## config.mk

```make
export PLATFORM = sky130hd
export DESIGN_NAME = omv_top
export DESIGN_NICKNAME = d
export VERILOG_FILES = /design/src/omv_pkg.sv /design/src/omv_slow_tick.sv /design/src/omv_top.sv
export VERILOG_INCLUDE_DIRS = /design/src
export SDC_FILE = /design/constraint.sdc
export NUM_CORES = 1
export LEC_CHECK = 0
export ABC_AREA = 1
export CAP_MARGIN = 20
export CORE_UTILIZATION = 40
export DETAILED_ROUTE_END_ITERATION = 8
export DONT_BUFFER_PORTS = 1
export PLACE_DENSITY = 0.55
export SLEW_MARGIN = 20
export SYNTH_ARGS = -nofsm -noshare
export SYNTH_HDL_FRONTEND = slang
export SYNTH_SLANG_ARGS = --single-unit
```

## constraint.sdc

```tcl
create_clock -name CORE_CLK_IN -period 1.3 [get_ports CORE_CLK_IN]
set_input_delay 0 -clock CORE_CLK_IN [delete_from_list [all_inputs] [get_ports CORE_CLK_IN]]
set_output_delay 0 -clock CORE_CLK_IN [all_outputs]
set_load 0.01 [all_outputs]
```

## src/omv_regs.svh

```systemverilog
`ifndef OMV_REGS_SVH
`define OMV_REGS_SVH

// ----------------------------------------
// register offsets
// ----------------------------------------
`define OMV_OFF_PWR_ONE 7'h01
`define OMV_OFF_PWR_THREE 7'h03
`define OMV_OFF_ADD_CTRL 7'h07
`define OMV_OFF_BYP_ATTEN 7'h28
`define OMV_OFF_SPK_MIX 7'h32
`define OMV_OFF_SPK_VOL 7'h36
`define OMV_OFF_MONO_MIX 7'h38
`define OMV_OFF_ZC_STATUS 7'h3A

// ----------------------------------------
// writable bits and reset values
// ----------------------------------------
`define OMV_MASK_PWR_ONE 9'h10C
`define OMV_MASK_PWR_THREE 9'h0EC
`define OMV_MASK_ADD_CTRL 9'h001
`define OMV_MASK_BYP_ATTEN 9'h006
`define OMV_MASK_SPK_MIX 9'h023
`define OMV_MASK_SPK_VOL 9'h0FF
`define OMV_MASK_MONO_MIX 9'h007
`define OMV_RST_SPK_MIX 9'h001
`define OMV_RST_SPK_VOL 9'h039
`define OMV_RST_ZERO 9'h000

// ----------------------------------------
// field positions
// ----------------------------------------
`define OMV_BIT_TIEOFF_BUFFER_ON 2
`define OMV_BIT_AMP_BIAS_ON 3
`define OMV_BIT_HIGH_MID_DRIVER_ON 8
`define OMV_BIT_SPEAKER_MIXER_ON 2
`define OMV_BIT_MONO_MIXER_ON 3
`define OMV_BIT_SPEAKER_POS_ON 5
`define OMV_BIT_SPEAKER_NEG_ON 6
`define OMV_BIT_MONO_DRIVER_ON 7
`define OMV_BIT_SLOW_TICK_ENABLE 0
`define OMV_BIT_SPK_BYPASS_ATTEN 1
`define OMV_BIT_MONO_BYPASS_ATTEN 2
`define OMV_BIT_DAC_TO_SPEAKER_SEL 0
`define OMV_BIT_BYPASS_TO_SPEAKER_SEL 1
`define OMV_BIT_SECOND_MIC_TO_SPEAKER_SEL 5
`define OMV_BIT_DAC_TO_MONO_SEL 0
`define OMV_BIT_BYPASS_TO_MONO_SEL 1
`define OMV_BIT_SECOND_MIC_TO_MONO_SEL 2
`define OMV_BIT_SPEAKER_GAIN_ZERO_CROSS 7
`define OMV_BIT_SPEAKER_SILENCE 6
`define OMV_BIT_ZC_PENDING 6

// ----------------------------------------
// timing: timeout in master clock periods
// ----------------------------------------
`define OMV_ZC_TIMEOUT_EXP 21
`define OMV_ZC_TIMEOUT_CYCLES (32'd1 << `OMV_ZC_TIMEOUT_EXP)

`endif

```

## src/omv_pkg.sv

```systemverilog
package omv_pkg;

  typedef enum logic [1:0] {
    OMV_ZC_IDLE = 2'b01,
    OMV_ZC_WAIT = 2'b10
  } omv_zc_state_e;

  typedef struct packed {
    logic bypass_atten;
    logic second_mic;
    logic bypass;
    logic dac;
  } omv_mix_s;

  typedef struct packed {
    logic tieoff_buffer_on;
    logic amp_bias_on;
    logic high_mid_driver_on;
    logic speaker_mixer_on;
    logic mono_mixer_on;
    logic speaker_pos_on;
    logic speaker_neg_on;
    logic mono_driver_on;
  } omv_pwr_s;

  typedef logic [8:0] omv_word_t;

endpackage

```

## src/omv_slow_tick.sv

```systemverilog
`timescale 1ns/1ps
`include "omv_regs.svh"

module omv_slow_tick import omv_pkg::*; #(
  parameter int unsigned CYCLES = `OMV_ZC_TIMEOUT_CYCLES
) (
  input wire logic clk_in,
  input wire logic resetn_in,
  input wire logic enable_in,
  input wire logic restart_in,
  output logic tick_out
);

  logic [22:0] count_reg;
  logic [22:0] count_next;
  logic wrap;

  assign wrap = (count_reg == 23'(CYCLES - 1));
  // restart wins over counting so a fresh gain gets a full period
  assign count_next = (restart_in || !enable_in || wrap) ? 23'h000000 : count_reg + 23'h000001;

  always_ff @(posedge clk_in or negedge resetn_in) begin
    if (!resetn_in) begin
      count_reg <= 23'h000000;
      tick_out <= 1'b0;
    end else begin
      count_reg <= count_next;
      tick_out <= enable_in && !restart_in && wrap;
    end
  end
endmodule // omv_slow_tick

```

## src/omv_top.sv

```systemverilog
`timescale 1ns/1ps
`include "omv_regs.svh"

// How it works
// - speaker mixer sums dac, bypass, second mic; dac selected after reset
// - speaker bypass attenuation bit: clear 0dB, set -10dB
// - six-bit speaker gain, 1dB steps, reset code gives 0dB
// - zero-cross bit set delays gain change to a crossing, else immediate
// - silence bit mutes speaker, drivers stay on at mid level
// - negative speaker output is the inverted positive output from the first clock after reset
// - pending zero-cross change applies after timeout when slow tick enabled
// - timeout is 2^21 master clock periods
// - one enable bit gates the slow tick for debounce and timeout
// - mono mixer drives any combination of dac, bypass, second mic
// - mono bypass attenuation bit: clear none, set -10dB
// - every output and mixer has its own enable, all off after reset
// - power one holds tie-off, bias and mid-level driver enables
// - power three holds mixer and driver enables, all default off

module omv_top import omv_pkg::*; #(
  parameter int unsigned ZC_TIMEOUT_CYCLES = `OMV_ZC_TIMEOUT_CYCLES
) (
  input wire logic CORE_CLK_IN,
  input wire logic RESETN_IN,
  input wire logic [6:0] ADDR_IN,
  input wire logic [8:0] WDATA_IN,
  input wire logic WR_IN,
  input wire logic RD_IN,
  input wire logic ZERO_CROSS_IN,
  input wire logic INPUT_ZC_PENDING_IN,
  output logic [8:0] RDATA_OUT,
  output omv_mix_s SPK_MIX_OUT,
  output omv_mix_s MONO_MIX_OUT,
  output omv_pwr_s POWER_OUT,
  output logic [5:0] SPEAKER_GAIN_CODE_OUT,
  output logic SPEAKER_SILENCE_OUT,
  output logic SPEAKER_NEG_INVERT_OUT,
  output logic SLOW_TICK_OUT,
  output logic ZC_TIMEOUT_OUT
);

  localparam int NREG = 7;
  localparam int I_PWR_ONE = 0;
  localparam int I_PWR_THREE = 1;
  localparam int I_ADD = 2;
  localparam int I_ATT = 3;
  localparam int I_SPK_MIX = 4;
  localparam int I_SPK_VOL = 5;
  localparam int I_MONO_MIX = 6;

  // ----------------------------------------
  // register table lookups
  // ----------------------------------------
  function automatic logic [6:0] reg_off(input int idx);
    case (idx)
      I_PWR_ONE: reg_off = `OMV_OFF_PWR_ONE;
      I_PWR_THREE: reg_off = `OMV_OFF_PWR_THREE;
      I_ADD: reg_off = `OMV_OFF_ADD_CTRL;
      I_ATT: reg_off = `OMV_OFF_BYP_ATTEN;
      I_SPK_MIX: reg_off = `OMV_OFF_SPK_MIX;
      I_SPK_VOL: reg_off = `OMV_OFF_SPK_VOL;
      default: reg_off = `OMV_OFF_MONO_MIX;
    endcase
  endfunction

  function automatic omv_word_t reg_mask(input int idx);
    case (idx)
      I_PWR_ONE: reg_mask = `OMV_MASK_PWR_ONE;
      I_PWR_THREE: reg_mask = `OMV_MASK_PWR_THREE;
      I_ADD: reg_mask = `OMV_MASK_ADD_CTRL;
      I_ATT: reg_mask = `OMV_MASK_BYP_ATTEN;
      I_SPK_MIX: reg_mask = `OMV_MASK_SPK_MIX;
      I_SPK_VOL: reg_mask = `OMV_MASK_SPK_VOL;
      default: reg_mask = `OMV_MASK_MONO_MIX;
    endcase
  endfunction

  function automatic omv_word_t reg_rst(input int idx);
    case (idx)
      I_SPK_MIX: reg_rst = `OMV_RST_SPK_MIX;
      I_SPK_VOL: reg_rst = `OMV_RST_SPK_VOL;
      default: reg_rst = `OMV_RST_ZERO;
    endcase
  endfunction

  function automatic logic hit(input logic [6:0] addr, input logic [6:0] off);
    hit = (addr == off);
  endfunction

  // ----------------------------------------
  // register file
  // ----------------------------------------
  omv_word_t regs_reg [NREG];
  logic [NREG-1:0] wr_sel;
  logic [NREG-1:0] rd_sel;
  omv_word_t rd_terms [NREG];

  genvar gi;
  generate
    for (gi = 0; gi < NREG; gi++) begin : g_reg
      assign wr_sel[gi] = WR_IN && hit(ADDR_IN, reg_off(gi));
      assign rd_sel[gi] = hit(ADDR_IN, reg_off(gi));
      assign rd_terms[gi] = rd_sel[gi] ? regs_reg[gi] : 9'h000;
      // reserved bits never store, so they read as zero
      always_ff @(posedge CORE_CLK_IN or negedge RESETN_IN) begin
        if (!RESETN_IN) begin
          regs_reg[gi] <= reg_rst(gi);
        end else if (wr_sel[gi]) begin
          regs_reg[gi] <= WDATA_IN & reg_mask(gi);
        end
      end
    end
  endgenerate

  omv_word_t pwr_one;
  omv_word_t pwr_three;
  omv_word_t add_ctrl;
  omv_word_t byp_atten;
  omv_word_t spk_mix;
  omv_word_t spk_vol;
  omv_word_t mono_mix;

  assign pwr_one = regs_reg[I_PWR_ONE];
  assign pwr_three = regs_reg[I_PWR_THREE];
  assign add_ctrl = regs_reg[I_ADD];
  assign byp_atten = regs_reg[I_ATT];
  assign spk_mix = regs_reg[I_SPK_MIX];
  assign spk_vol = regs_reg[I_SPK_VOL];
  assign mono_mix = regs_reg[I_MONO_MIX];

  // ----------------------------------------
  // mixer routing and power enables
  // ----------------------------------------
  assign SPK_MIX_OUT.dac = spk_mix[`OMV_BIT_DAC_TO_SPEAKER_SEL];
  assign SPK_MIX_OUT.bypass = spk_mix[`OMV_BIT_BYPASS_TO_SPEAKER_SEL];
  assign SPK_MIX_OUT.second_mic = spk_mix[`OMV_BIT_SECOND_MIC_TO_SPEAKER_SEL];
  assign SPK_MIX_OUT.bypass_atten = byp_atten[`OMV_BIT_SPK_BYPASS_ATTEN];
  assign MONO_MIX_OUT.dac = mono_mix[`OMV_BIT_DAC_TO_MONO_SEL];
  assign MONO_MIX_OUT.bypass = mono_mix[`OMV_BIT_BYPASS_TO_MONO_SEL];
  assign MONO_MIX_OUT.second_mic = mono_mix[`OMV_BIT_SECOND_MIC_TO_MONO_SEL];
  assign MONO_MIX_OUT.bypass_atten = byp_atten[`OMV_BIT_MONO_BYPASS_ATTEN];

  // enables pass straight through; pop avoidance is left to software
  assign POWER_OUT.tieoff_buffer_on = pwr_one[`OMV_BIT_TIEOFF_BUFFER_ON];
  assign POWER_OUT.amp_bias_on = pwr_one[`OMV_BIT_AMP_BIAS_ON];
  assign POWER_OUT.high_mid_driver_on = pwr_one[`OMV_BIT_HIGH_MID_DRIVER_ON];
  assign POWER_OUT.speaker_mixer_on = pwr_three[`OMV_BIT_SPEAKER_MIXER_ON];
  assign POWER_OUT.mono_mixer_on = pwr_three[`OMV_BIT_MONO_MIXER_ON];
  assign POWER_OUT.speaker_pos_on = pwr_three[`OMV_BIT_SPEAKER_POS_ON];
  assign POWER_OUT.speaker_neg_on = pwr_three[`OMV_BIT_SPEAKER_NEG_ON];
  assign POWER_OUT.mono_driver_on = pwr_three[`OMV_BIT_MONO_DRIVER_ON];

  // mute only silences the signal; drivers keep their enables
  assign SPEAKER_SILENCE_OUT = spk_vol[`OMV_BIT_SPEAKER_SILENCE];

  // ----------------------------------------
  // speaker gain and zero-cross update
  // ----------------------------------------
  omv_zc_state_e zc_state_reg;
  omv_zc_state_e zc_state_next;
  logic [5:0] gain_applied_reg;
  logic [5:0] gain_applied_next;
  logic vol_wr;
  logic wr_zc;
  logic zc_on;
  logic slow_en;
  logic apply_pending;
  logic timeout_restart;
  logic timeout_en;
  logic neg_invert_reg;

  assign vol_wr = wr_sel[I_SPK_VOL];
  assign wr_zc = WDATA_IN[`OMV_BIT_SPEAKER_GAIN_ZERO_CROSS];
  assign zc_on = spk_vol[`OMV_BIT_SPEAKER_GAIN_ZERO_CROSS];
  assign slow_en = add_ctrl[`OMV_BIT_SLOW_TICK_ENABLE];
  // turning zero-cross off releases a held gain at once
  assign apply_pending = (zc_state_reg == OMV_ZC_WAIT) && (ZERO_CROSS_IN || ZC_TIMEOUT_OUT || !zc_on);
  assign timeout_en = slow_en && ((zc_state_reg == OMV_ZC_WAIT) || INPUT_ZC_PENDING_IN);
  assign timeout_restart = vol_wr || apply_pending;

  always_comb begin
    zc_state_next = zc_state_reg;
    gain_applied_next = gain_applied_reg;
    case (zc_state_reg)
      OMV_ZC_IDLE: begin
        zc_state_next = OMV_ZC_IDLE;
      end
      OMV_ZC_WAIT: begin
        if (apply_pending) begin
          gain_applied_next = spk_vol[5:0];
          zc_state_next = OMV_ZC_IDLE;
        end
      end
      default: begin
        zc_state_next = OMV_ZC_IDLE;
      end
    endcase
    // a zero-cross write landing with an apply still leaves the new code pending
    if (vol_wr) begin
      if (wr_zc) begin
        zc_state_next = OMV_ZC_WAIT;
      end else begin
        gain_applied_next = WDATA_IN[5:0];
        zc_state_next = OMV_ZC_IDLE;
      end
    end
  end

  always_ff @(posedge CORE_CLK_IN or negedge RESETN_IN) begin
    if (!RESETN_IN) begin
      zc_state_reg <= OMV_ZC_IDLE;
      gain_applied_reg <= 6'(`OMV_RST_SPK_VOL);
      neg_invert_reg <= 1'b0;
    end else begin
      zc_state_reg <= zc_state_next;
      gain_applied_reg <= gain_applied_next;
      neg_invert_reg <= 1'b1;
    end
  end

  assign SPEAKER_GAIN_CODE_OUT = gain_applied_reg;
  assign SPEAKER_NEG_INVERT_OUT = neg_invert_reg;

  // ----------------------------------------
  // slow ticks
  // ----------------------------------------
  // separate dividers so gain writes never disturb the debounce rate
  omv_slow_tick #(.CYCLES(ZC_TIMEOUT_CYCLES)) u_debounce_tick (
    .clk_in(CORE_CLK_IN),
    .resetn_in(RESETN_IN),
    .enable_in(slow_en),
    .restart_in(1'b0),
    .tick_out(SLOW_TICK_OUT)
  );

  omv_slow_tick #(.CYCLES(ZC_TIMEOUT_CYCLES)) u_timeout_tick (
    .clk_in(CORE_CLK_IN),
    .resetn_in(RESETN_IN),
    .enable_in(timeout_en),
    .restart_in(timeout_restart),
    .tick_out(ZC_TIMEOUT_OUT)
  );

  // ----------------------------------------
  // read port
  // ----------------------------------------
  omv_word_t status_word;
  omv_word_t rd_mux;

  assign status_word = {2'b00, (zc_state_reg == OMV_ZC_WAIT), gain_applied_reg};

  always_comb begin
    rd_mux = hit(ADDR_IN, `OMV_OFF_ZC_STATUS) ? status_word : 9'h000;
    for (int k = 0; k < NREG; k++) begin
      rd_mux = rd_mux | rd_terms[k];
    end
  end

  // data stands for exactly the cycle after the strobe
  always_ff @(posedge CORE_CLK_IN or negedge RESETN_IN) begin
    if (!RESETN_IN) begin
      RDATA_OUT <= 9'h000;
    end else begin
      RDATA_OUT <= RD_IN ? rd_mux : 9'h000;
    end
  end
endmodule // omv_top

```

# == Word level (Yosys, flattened, before mapping) ==
# Cells that the tools add are included.
# word_totals
ff_bits,91
latch_bits,0
ramBits,0
romBits,0
input_bits,22
out_inout_bits,35
elab_cells,78
mem_count,0
# classes
n_addsub,2
n_mul,0
div,0
order_cmp,0
eq_ne,12
n_shift,0
muxes,19
bitwise_logic,7
reduce_logical,23
# ops
cell,count
23-bit by 1-bit adder with 23-bit output (second input constant),2
23-bit by 21-bit equality test with 1-bit output (second input constant),2
23-bit 2-to-1 mux,2
7-bit by 6-bit equality test with 1-bit output (second input constant),5
6-bit 2-to-1 mux,5
9-bit 2-to-1 mux,2
9-bit by 3-bit OR with 9-bit output,2
9-bit by 8-bit OR with 9-bit output,2
8-bit 2-to-1 mux,2
1-bit logical AND,12
7-bit by 9-bit OR with 9-bit output,1
9-bit by 1-bit OR with 9-bit output,1
9-bit by 6-bit OR with 9-bit output,1
2-bit 2-to-1 mux,4
7-bit by 1-bit equality test with 1-bit output (second input constant),1
7-bit by 2-bit equality test with 1-bit output (second input constant),1
7-bit by 3-bit equality test with 1-bit output (second input constant),1
1-bit logical OR,7
7-bit 2-to-1 mux,1
3-bit 2-to-1 mux,2
1-bit zero test,4
3-bit != test (second input constant),1
2-bit equality test (second input constant),1
1-bit 2-to-1 mux,1

# == Depth between registers and ports, before layout ==
# Gate-level depths: netlist (run 1).
# depth
depth_word,10
depth_mapped,9
depth_no_buf,9

# == Modules after synthesis ==
# A second synthesis (run 1) with hierarchy kept.
# hier_totals
hier_cells,610
area_unflattened_um2,4777.1
# by_module_without_submodules
mod,n_inst,cells_each,area_per_inst_um2,seq_area_each_um2
omv_top,1,251,2043.2,1088.5
omv_slow_tick (u_timeout_tick),1,180,1367.6,600.6
omv_slow_tick (u_debounce_tick),1,179,1366.3,600.6

# == Worst setup path before layout (run 1) ==
# OpenSTA, ideal clock, no wires.
# synth_path
kind,reg-to-reg
startpoint,register u_timeout_tick.count_reg[0]
endpoint,register u_timeout_tick.count_reg[9]
setup_ns,0.122
arrival_ns,1.344
required_time_ns,1.178
slack_ns,-0.166
path_stages_with_launch,10
path_buffers,1
period_less_slack_ns,1.466
cell_sequence,dfrtp_1 > ha_1 > nand3_2 > inv_2 > nand2_2 > nor2_2 > nand2_1 > nand2_4 > buf_12 > nor2_2
# synth_between
elab_chain_cells,3
word_cells_on_any_way,4
cone_classes,add/sub: 1; eq/ne: 1; mux: 1; reduce/logical: 1
# synth_rtl
element,line,text
from (decl),omv_slow_tick.sv:14,logic [22:0] count_reg;
from (signal assigned),omv_slow_tick.sv:27,count_reg <= count_next;
"parallel branches: the longest is 2 deep, another holds 23-bit by 1-bit adder with 23-bit output",-,
23-bit 2-to-1 mux *,omv_slow_tick.sv:20,assign count_next = (restart_in || !enable_in || wrap) ? 23'h000000 : count_reg + 23'h000001;
via u_timeout_tick.count_next[9],omv_slow_tick.sv:15,logic [22:0] count_next;
# Mark *: on every way through the listed nets, which the timed path passes.
# A chain may end at the register's enable or synchronous reset.

# == Final worst setup path (run 1) ==
# layout_path
startpoint,register u_timeout_tick.count_reg[1]
endpoint,register u_timeout_tick.count_reg[16]
# Same word-level chain as after synthesis.

==> results of run 1 <==
[routing by layer]
metal,vias up,wire length [um],GRT usage (%)
li1,2197,-,-
met3,15,547,4.05
met5,-,0,0
met2,79,6120,36.0
met1,2055,5350,26.4
met4,0,234,7.56
[layout make-up]
type / count / area (um^2)
Tap cell: 143 / 179
Fill cell: 1093 / 5050
Inverter: 64 / 248
Timing Repair Buffer: 120 / 1010
Clock buffer: 11 / 253
Clock inverter: 5 / 61.3
Sequential cell: 91 / 2290
Multi-Input combinational cell: 465 / 2520
[synthesized netlist by cell type]
library cell | count | share of area [%]
nand2_1 | 174 | 13
nor2_1 | 112 | 8.7
dfrtp_1 | 81 | 42
inv_1 | 58 | 4.5
nand3_1 | 46 | 4.8
nor2_2 | 29 | 3.7
o21ai_0 | 18 | 1.9
xnor2_1 | 14 | 2.5
nand2_2 | 11 | 1.4
dfstp_2 | 10 | 5.4
nor3_1 | 9 | 0.93
xor2_1 | 8 | 1.4
a21oi_1 | 7 | 0.72
o21ai_2 | 6 | 1.1
inv_2 | 5 | 0.39
nand4_1 | 5 | 0.65
nor2_4 | 4 | 0.93
buf_6 | 3 | 0.70
nand3_2 | 3 | 0.62
o21a_1 | 3 | 0.46
and2_1 | 2 | 0.26
buf_12 | 2 | 0.83
ha_1 | 2 | 0.52
nand2_4 | 2 | 0.46
o21bai_1 | 2 | 0.31
conb_1 | 1 | 0.077
inv_4 | 1 | 0.13
nand3b_1 | 1 | 0.16
nor3_2 | 1 | 0.21
nor3_4 | 1 | 0.34
nor4_4 | 1 | 0.44
o21ai_1 | 1 | 0.10
[where the power goes]
group	internal, uW	total (uW)	switching, uW
clock	1600	2710	1110
combinational	148	363	215
sequential	2950	3070	126
[metrics by stage]
step,setup WS [ns],hold slack (ns)
global route,-0.194,-0.670
detailed placement,-0.199,-0.291
CTS,-0.0550,-0.662
global placement,-0.151,-0.291
floorplan,-0.113,-0.296
finish,-0.0938,-0.655
[cell families after synthesis]
| group | Yosys count |
|---|---|
| buffers and inverters | 69 |
| DFF | 91 |
| other | 1 |
| adders and majority gates | 2 |
| AOI/OAI and AO/OA | 37 |
| and+or+nand+nor | 401 |
| xor gates and xnor gates | 22 |
[worst min-delay path by stage]
stage	from	endpoint	slack, ns	cells after the start
after detailed placement	RESETN_IN	u_debounce_tick.count_reg[13]	-0.29	0
final	RESETN_IN	u_timeout_tick.count_reg[0]	-0.65	0
after CTS	RESETN_IN	u_timeout_tick.count_reg[0]	-0.66	0
after global routing	RESETN_IN	u_timeout_tick.count_reg[3]	-0.67	0
after global placement	RESETN_IN	u_debounce_tick.count_reg[13]	-0.29	0
after floorplan	RESETN_IN	RDATA_OUT[0]	-0.30	0
[cell usage in the layout (no fill, tap or decap), types with 4 or more instances in the layout]
cell type	instances
inv_1	58
dfstp_2	10
nand3_1	45
clkbuf_16	10
nand2_1	164
xor2_1	7
buf_4	92
nand4_1	5
nand2_2	17
nor2_2	41
a21oi_2	4
o21ai_2	7
nor2_1	86
dlygate4sd3_1	22
nand2_4	6
nor2_4	18
nor3_1	8
dfrtp_1	80
o21ai_0	16
xnor2_1	14
[worst reg2reg max path, cell delays in order (launching register included)]
cell and delay (ns):
dfrtp_1 0.39, ha_4 0.16, nand3_4 0.10, inv_4 0.09
nand2_4 0.07, nor2_4 0.10, nand2_2 0.07, nand2_4 0.11
clkbuf_16 0.18, nor2_2 0.04
[timing repair]
action                     CTS  global route
setup endpoints to repair   47            61
pin swaps                    8             7
gates cloned                 2             1
buffers inserted             2             5
hold endpoints to repair   131            91
resized for setup           25            46
==> results by group, run 1 <==
CTS
  • Skew-Pair Late Insertion Delay: 0.35 ns
  • CTS Buf Count: 9
  • Post-CTS Hold Buffers: 24
  • CTS H-tree lvls: 3
  • Worst-path clk slew: 0.07 ns
  • Clock root buffer: clkbuf_16
  • # clock sinks: 91
  • TritonCTS clock tree: done
  • CTS max path bufs: 2

Synth
  • Cell Area, Synth: 4840 um^2
  • Syn Area/Cell: 7.77 um^2
  • Synth Area in Compound Gates: 4.55%
  • YS warnings: 0
  • Post-Syn Nets: 647
  • Cells after Synth: 623
  • Cell variety after synth: 32
  • Largest family of logic cells by synthesized area: simple AND/OR/NAND/NOR gates
  • Synth Area in Simple Gates: 37.1%
  • XOR/XNOR share of the synthesized area: 3.98%
  • Synth Area in Adders: 0.517%
  • Fraction of synthesized area in multiplexers: 0%
  • #FFs+latches synth: 91
  • Sequential area share after synthesis: 47.3%

Placement
  • Placed cells: 851
  • Placed inst area: 5670 um^2
  • Final Wtd Congestion: 0.925
  • Port buffer count: 0
  • Hpwl dp: 8700 um

STA
  • Worst hold margin: -0.655 ns
  • Final Max Slew Viols: 0
  • Worst Clk Skew: 0.00884 ns
  • Final setup margin: -0.0938 ns
  • Final setup viols: 47
  • Part of the cycle the worst path needs: 107%
  • Unrepaired setup endpoints after global routing: yes
  • Fmax: 717 MHz
  • Final hold violations: 97
  • Fin Setup TNS: -2.98 ns
  • Minimum clock period after layout: 1.39 ns

Detailed routing
  • Final wirelength: 12300 um
  • Vias: 4346
  • Avg Vias per Cell: 4.83
  • ANT nets after route: 0
  • 1st-pass router iterations: 4
  • DRC Markers: 0
  • Post-DR wirelength/cell: 13.6 um
  • Iteration-0 DRC Markers: 190

Setup path
  • Arr. time, crit path: 1.63 ns
  • Origin of the critical flop-to-flop path: u_timeout_tick.count_reg[1]
  • Critical R2R Capture: u_timeout_tick.count_reg[16]
  • Crit Path Category: register to register
  • Max incr delay on CP: 0.39 ns
  • CP cell instances: ha_4 > nand3_4 > inv_4 > nand2_4 > nor2_4 > nand2_2 > nand2_4 > clkbuf_16 > nor2_2
  • Critical path buffers and inverters: 2
  • Crit end category: register
  • FF-to-FF path depth: 9
  • Critical Path Stages: 9
  • Crit. Startpoint: u_timeout_tick.count_reg[1]
  • CP endpoint: u_timeout_tick.count_reg[16]
  • Crit-path leading delay family: simple AND/OR/NAND/NOR gates
  • CP required: 1.54 ns
  • Max FO, Critical Path: 6
  • Most frequent CP cell: nand2_4
  • Setup crit start kind: register
  • CP max-delay cell: dfrtp_1
  • R2r setup slk: -0.09 ns

Die
  • Total core area: 11600 um^2
  • Die area: 12600 um^2
  • DIE HEIGHT: 112 um
  • Row cnt: 39
  • Die W: 112 um
  • Starting Density: 41.7%
  • IO Count: 57

Global routing
  • Vias in the first global route: 4430
  • Antenna violations before repair: 0
  • Grt total ovfl: 0
  • Gr usage total: 21.0%
  • Pin count of the biggest net entering global routing: 92
  • First-pass GRT wire length: 20800 um

Power and ir drop
  • LEAKAGE: 0.00289 uW
  • Maximum vdd ir drop: 638 uV
  • Pwr Density: 936 nW/um^2
  • Final Power: 6140 uW

Status
  • Status: finished, violations left
  • Failing checks: negative hold slack, negative setup slack

Final layout
  • Final non-filler cell total: 899
  • Layout Nets: 775
  • P&R area growth vs syn: 35.5%
  • Fin area: 6560 um^2
  • Final core occ: 56.5%
  • N_diodes: 0
  • Layout cell share with drive strength beyond 1: 31.3%

Min path
  • Min-delay worst type: input port to asynchronous set/reset pin

Job
  • Max cap viols: 0
No activity file was read; power rests on OpenSTA's default activity.
==> inputs of run 2 (changes only) <==
--- a/config.mk
+++ b/config.mk
@@ -12,6 +12,7 @@
 export DETAILED_ROUTE_END_ITERATION = 8
 export DONT_BUFFER_PORTS = 1
 export PLACE_DENSITY = 0.55
+export SETUP_SLACK_MARGIN = 0.02
 export SLEW_MARGIN = 20
 export SYNTH_ARGS = -nofsm -noshare
 export SYNTH_HDL_FRONTEND = slang
==> results by group, run 2 (synthesis gave the netlist of run 1 again) <==
Setup path
  • R2r setup slk: -0.15 ns
  • Crit Path Category: register to register
  • Arr. time, crit path: 1.68 ns
  • Crit end category: register
  • FF-to-FF path depth: 9
  • Setup crit start kind: register
  • CP required: 1.53 ns
  • Max FO, Critical Path: 6
  • Critical R2R Capture: u_timeout_tick.count_reg[16]
  • Origin of the critical flop-to-flop path: u_timeout_tick.count_reg[1]

Detailed routing
  • Iteration-0 DRC Markers: 157
  • Avg Vias per Cell: 4.80
  • Vias: 4319
  • DRC Markers: 0
  • Post-DR wirelength/cell: 13.6 um
  • 1st-pass router iterations: 4
  • ANT nets after route: 0
  • Final wirelength: 12200 um

CTS
  • Post-CTS Hold Buffers: 16
  • # clock sinks: 91
  • CTS H-tree lvls: 3
  • Clock root buffer: clkbuf_16
  • TritonCTS clock tree: done
  • Skew-Pair Late Insertion Delay: 0.34 ns
  • Worst-path clk slew: 0.07 ns
  • CTS Buf Count: 9
  • CTS max path bufs: 2

STA
  • Fmax: 691 MHz
  • Unrepaired setup endpoints after global routing: yes
  • Final setup viols: 47
  • Worst hold margin: -0.648 ns
  • Final setup margin: -0.147 ns
  • Final Max Slew Viols: 0
  • Minimum clock period after layout: 1.45 ns
  • Final hold violations: 91
  • Part of the cycle the worst path needs: 111%
  • Worst Clk Skew: 0.00940 ns

Final layout
  • Sequential cell area: 2290 um^2
  • Layout Nets: 775
  • Area of the multi-input gates: 2550 um^2
  • N_diodes: 0
  • P&R area growth vs syn: 35.2%
  • Layout cell share with drive strength beyond 1: 31.6%
  • Commonest non-fill, non-tap cells in the layout: 166 x nand2_1, 99 x buf_4, 92 x nor2_1
  • Commonest non-fill, non-tap cell in the layout: nand2_1
  • Fill cell count: 1112

Global routing
  • Vias in the first global route: 4336
  • Gr usage total: 20.5%
  • Grt total ovfl: 0
  • First-pass GRT wire length: 20400 um
  • Antenna violations before repair: 0
  • Pin count of the biggest net entering global routing: 92

Die
  • IO Count: 57
  • Starting Density: 41.7%
  • Die W: 112 um
  • DIE HEIGHT: 112 um
  • Row cnt: 39
  • Die area: 12600 um^2
  • Total core area: 11600 um^2

Placement
  • Port buffer count: 0
  • Final Wtd Congestion: 0.935
  • Hpwl dp: 8780 um

Power and ir drop
  • Pwr Density: 899 nW/um^2
  • Maximum vdd ir drop: 722 uV
  • LEAKAGE: 0.00291 uW
  • Final Power: 5890 uW

Status
  • Failing checks: negative hold slack, negative setup slack
  • Status: finished, violations left

Min path
  • Min-delay worst type: input port to asynchronous set/reset pin

Job
  • Max cap viols: 0
==> run 2: changes by cell type in the layout (fill, tap and decap cells not counted), sizes merged <==
| cell | delta |
|---|---|
| clkinvlp | +3 |
| clkbuf | +1 |
| dlymetal6s4s | +1 |
| bufinv | -1 |
| dlygate4sd3 | -7 |
| clkinv | -3 |
| buf | +5 |
| inv | +1 |
==> run 2: per-stage QoR <==
stage	utilization [%]	setup slack, ns	setup TNS [ns]	instances	instance area (um^2)
floorplan	-	-0.113	-3.89	623	4870
global placement	49.0	-0.153	-4.70	854	5690
detailed placement	49.0	-0.210	-7.02	854	5690
CTS	53.6	-0.0963	-3.88	889	6230
global route	56.4	-0.220	-9.07	899	6550
finish	56.4	-0.147	-5.04	899	6550
==> run 2: metal layers <==
metal	wire length [um]	track usage [%]	vias to the layer above
li1	-	-	2212
met5	0	0	-
met1	5430	26.4	2014
met2	6050	34.8	78
met4	227	7.82	0
met3	491	3.35	15
==> run 2: power breakdown <==
group	internal, uW	switching (uW)
clock network	1310	1130
registers	2950	126
logic	155	227
==> run 2: final cells by class <==
| cell class | instances | area share, % |
|---|---|---|
| clock buffers | 11 | 3.55 |
| flip-flops and latches | 91 | 35.0 |
| inverters | 64 | 3.74 |
| well taps | 143 | 2.73 |
| repair buffers | 120 | 15.4 |
| clock inverters | 5 | 0.611 |
| multi-input cells | 465 | 39.0 |
==> run 2: worst max path at each step <==
stage | from | to
after floorplan | u_timeout_tick.count_reg[0] | u_timeout_tick.count_reg[9]
final | u_timeout_tick.count_reg[1] | u_timeout_tick.count_reg[16]
after global placement | u_debounce_tick.count_reg[1] | u_debounce_tick.count_reg[2]
after detailed placement | u_debounce_tick.count_reg[1] | u_debounce_tick.count_reg[2]
after CTS | u_timeout_tick.count_reg[1] | u_timeout_tick.count_reg[3]
after global routing | u_timeout_tick.count_reg[0] | u_timeout_tick.count_reg[16]
==> run 2: worst max-delay path, stage by stage, from the launching register on <==
cell and delay [ns]:
dfrtp_1 0.40, ha_4 0.17, nand3_4 0.10, inv_4 0.09, nand2_4 0.07, nor2_4 0.10
nand2_2 0.07, nand2_4 0.14, clkbuf_16 0.19, nor2_2 0.04
==> run 2: repair_timing <==
| item | CTS | global route |
|---|---|---|
| hold endpoints to repair | 132 | 91 |
| gates resized for setup | 17 | 57 |
| setup endpoints to repair | 52 | 63 |
| setup buffers | 1 | 8 |
| cloned | 2 | 2 |
| pin swaps | 6 | 15 |
==> inputs of run 3 (changes only) <==
--- a/config.mk
+++ b/config.mk
@@ -8,6 +8,7 @@
 export LEC_CHECK = 0
 export ABC_AREA = 1
 export CAP_MARGIN = 20
+export CORE_ASPECT_RATIO = 1.25
 export CORE_UTILIZATION = 40
 export DETAILED_ROUTE_END_ITERATION = 8
 export DONT_BUFFER_PORTS = 1
==> results by group, run 3 (synthesis gave the netlist of run 1 again) <==
Detailed routing
  • Final wirelength: 12400 um
  • Avg Vias per Cell: 4.69
  • Post-DR wirelength/cell: 13.5 um
  • Iteration-0 DRC Markers: 181
  • Vias: 4322
  • DRC Markers: 0
  • 1st-pass router iterations: 4
  • ANT nets after route: 0

Min path
  • Min-delay worst type: input port to asynchronous set/reset pin

CTS
  • CTS H-tree lvls: 3
  • # clock sinks: 91
  • CTS max path bufs: 2
  • Worst-path clk slew: 0.07 ns
  • Skew-Pair Late Insertion Delay: 0.35 ns
  • Clock root buffer: clkbuf_16
  • TritonCTS clock tree: done
  • Post-CTS Hold Buffers: 17
  • CTS Buf Count: 9

Die
  • Die area: 12600 um^2
  • Total core area: 11700 um^2
  • Row cnt: 44
  • DIE HEIGHT: 125 um
  • Die W: 100 um
  • Starting Density: 41.3%
  • IO Count: 57

Final layout
  • P&R area growth vs syn: 37.9%
  • Area of the multi-input gates: 2590 um^2
  • Fill cell count: 1064
  • Commonest non-fill, non-tap cells in the layout: 167 x nand2_1, 101 x buf_4, 87 x nor2_1
  • Layout Nets: 779
  • Layout cell share with drive strength beyond 1: 32.8%
  • N_diodes: 0
  • Sequential cell area: 2290 um^2
  • Commonest non-fill, non-tap cell in the layout: nand2_1

Setup path
  • Critical path buffers and inverters: 2
  • Arr. time, crit path: 1.66 ns
  • CP required: 1.54 ns
  • CP cell instances: ha_4 > nand3_4 > inv_4 > nand2_4 > nor2_4 > nand2_2 > nand2_4 > clkbuf_16 > nor2_2
  • Crit-path leading delay family: simple AND/OR/NAND/NOR gates
  • Max incr delay on CP: 0.39 ns
  • Crit end category: register
  • Max FO, Critical Path: 6
  • Most frequent CP cell: nand2_4
  • FF-to-FF path depth: 9
  • CP max-delay cell: dfrtp_1
  • Critical Path Stages: 9
  • Setup crit start kind: register
  • Crit Path Category: register to register
  • R2r setup slk: -0.12 ns

Status
  • Status: finished, violations left
  • Failing checks: negative hold slack, negative setup slack

Global routing
  • Pin count of the biggest net entering global routing: 92
  • Gr usage total: 20.9%
  • Vias in the first global route: 4520
  • Grt total ovfl: 0
  • Antenna violations before repair: 0
  • First-pass GRT wire length: 20700 um

Power and ir drop
  • Seq pwr share: 49.8%
  • Switch share: 24.9%
  • Int Power: 4620 uW
  • Clock share of power: 44.0%
  • Pwr Density: 922 nW/um^2
  • NetSw: 1540 uW
  • LEAKAGE: 0.00296 uW
  • Comb pwr share: 6.2%
  • Final Power: 6160 uW
  • Maximum vdd ir drop: 650 uV

Placement
  • Pre-CTS worst setup slack: -0.182 ns
  • Final Wtd Congestion: 0.914
  • Hpwl dp: 8960 um
  • Port buffer count: 0

STA
  • Final setup viols: 47
  • Worst hold margin: -0.649 ns
  • Worst Clk Skew: 0.00816 ns
  • Unrepaired setup endpoints after global routing: yes
  • Final hold violations: 91
  • Fmax: 702 MHz
  • Part of the cycle the worst path needs: 110%
  • Final Max Slew Viols: 0
  • Minimum clock period after layout: 1.42 ns
  • Final setup margin: -0.124 ns

Job
  • Max cap viols: 0
-- run 3: what timing repair did --
action	in CTS	in global routing
endpoints found under the hold margin	131	91
setup endpoints to repair	49	62
pin swaps	2	15
setup buffers	0	5
resized for setup	24	53
gates cloned	0	4
-- run 3: metal layers --
layer  up-vias  wire [um]  global-route usage, %
met5         -          0                      0
met4         0        245                   6.39
met3        15        418                   4.86
met2        57       6550                   37.5
met1      2038       5190                   24.5
li1       2212          -                      -
-- run 3: power groups by stage --
stage	Sequential [uW]	Clock [uW]	Combinational [uW]
after floorplan	3100	0	218
after CTS	3070	2760	343
after global routing	3080	2870	427
final	3070	2710	383
after global placement	3120	0	271
after detailed placement	3120	0	282
-- run 3: area by class of cell --
cell class / count / area share [%]
clock inverter: 7 / 1.18
sequential: 91 / 34.3
inverter: 64 / 3.67
multi-input combinational: 465 / 38.9
clock buffer: 9 / 3.37
tap: 161 / 3.02
timing repair buffer: 124 / 15.6
-- run 3: metrics by stage --
step | TNS, ns | instances | util [%] | area (um^2) | hold WS (ns)
after detailed placement | -6.31 | 879 | 49.2 | 5770 | -0.291
after global routing | -8.67 | 921 | 57.0 | 6680 | -0.668
after CTS | -3.15 | 912 | 54.1 | 6340 | -0.663
after global placement | -3.53 | 879 | 49.2 | 5770 | -0.292
final | -4.54 | 921 | 57.0 | 6680 | -0.649
after floorplan | -3.89 | 623 | - | 4870 | -0.296
-- run 3: final timing paths --
check                                                 start                             to
max in group asynchronous                         RESETN_IN       SPEAKER_GAIN_CODE_OUT[0]
worst max-delay path            u_timeout_tick.count_reg[0]    u_timeout_tick.count_reg[2]
worst min-delay path                              RESETN_IN  u_debounce_tick.count_reg[19]
min in group CORE_CLK_IN                         ADDR_IN[5]                   RDATA_OUT[8]
worst max register to register  u_timeout_tick.count_reg[0]    u_timeout_tick.count_reg[2]
worst min register to register                   spk_vol[4]                     spk_vol[4]
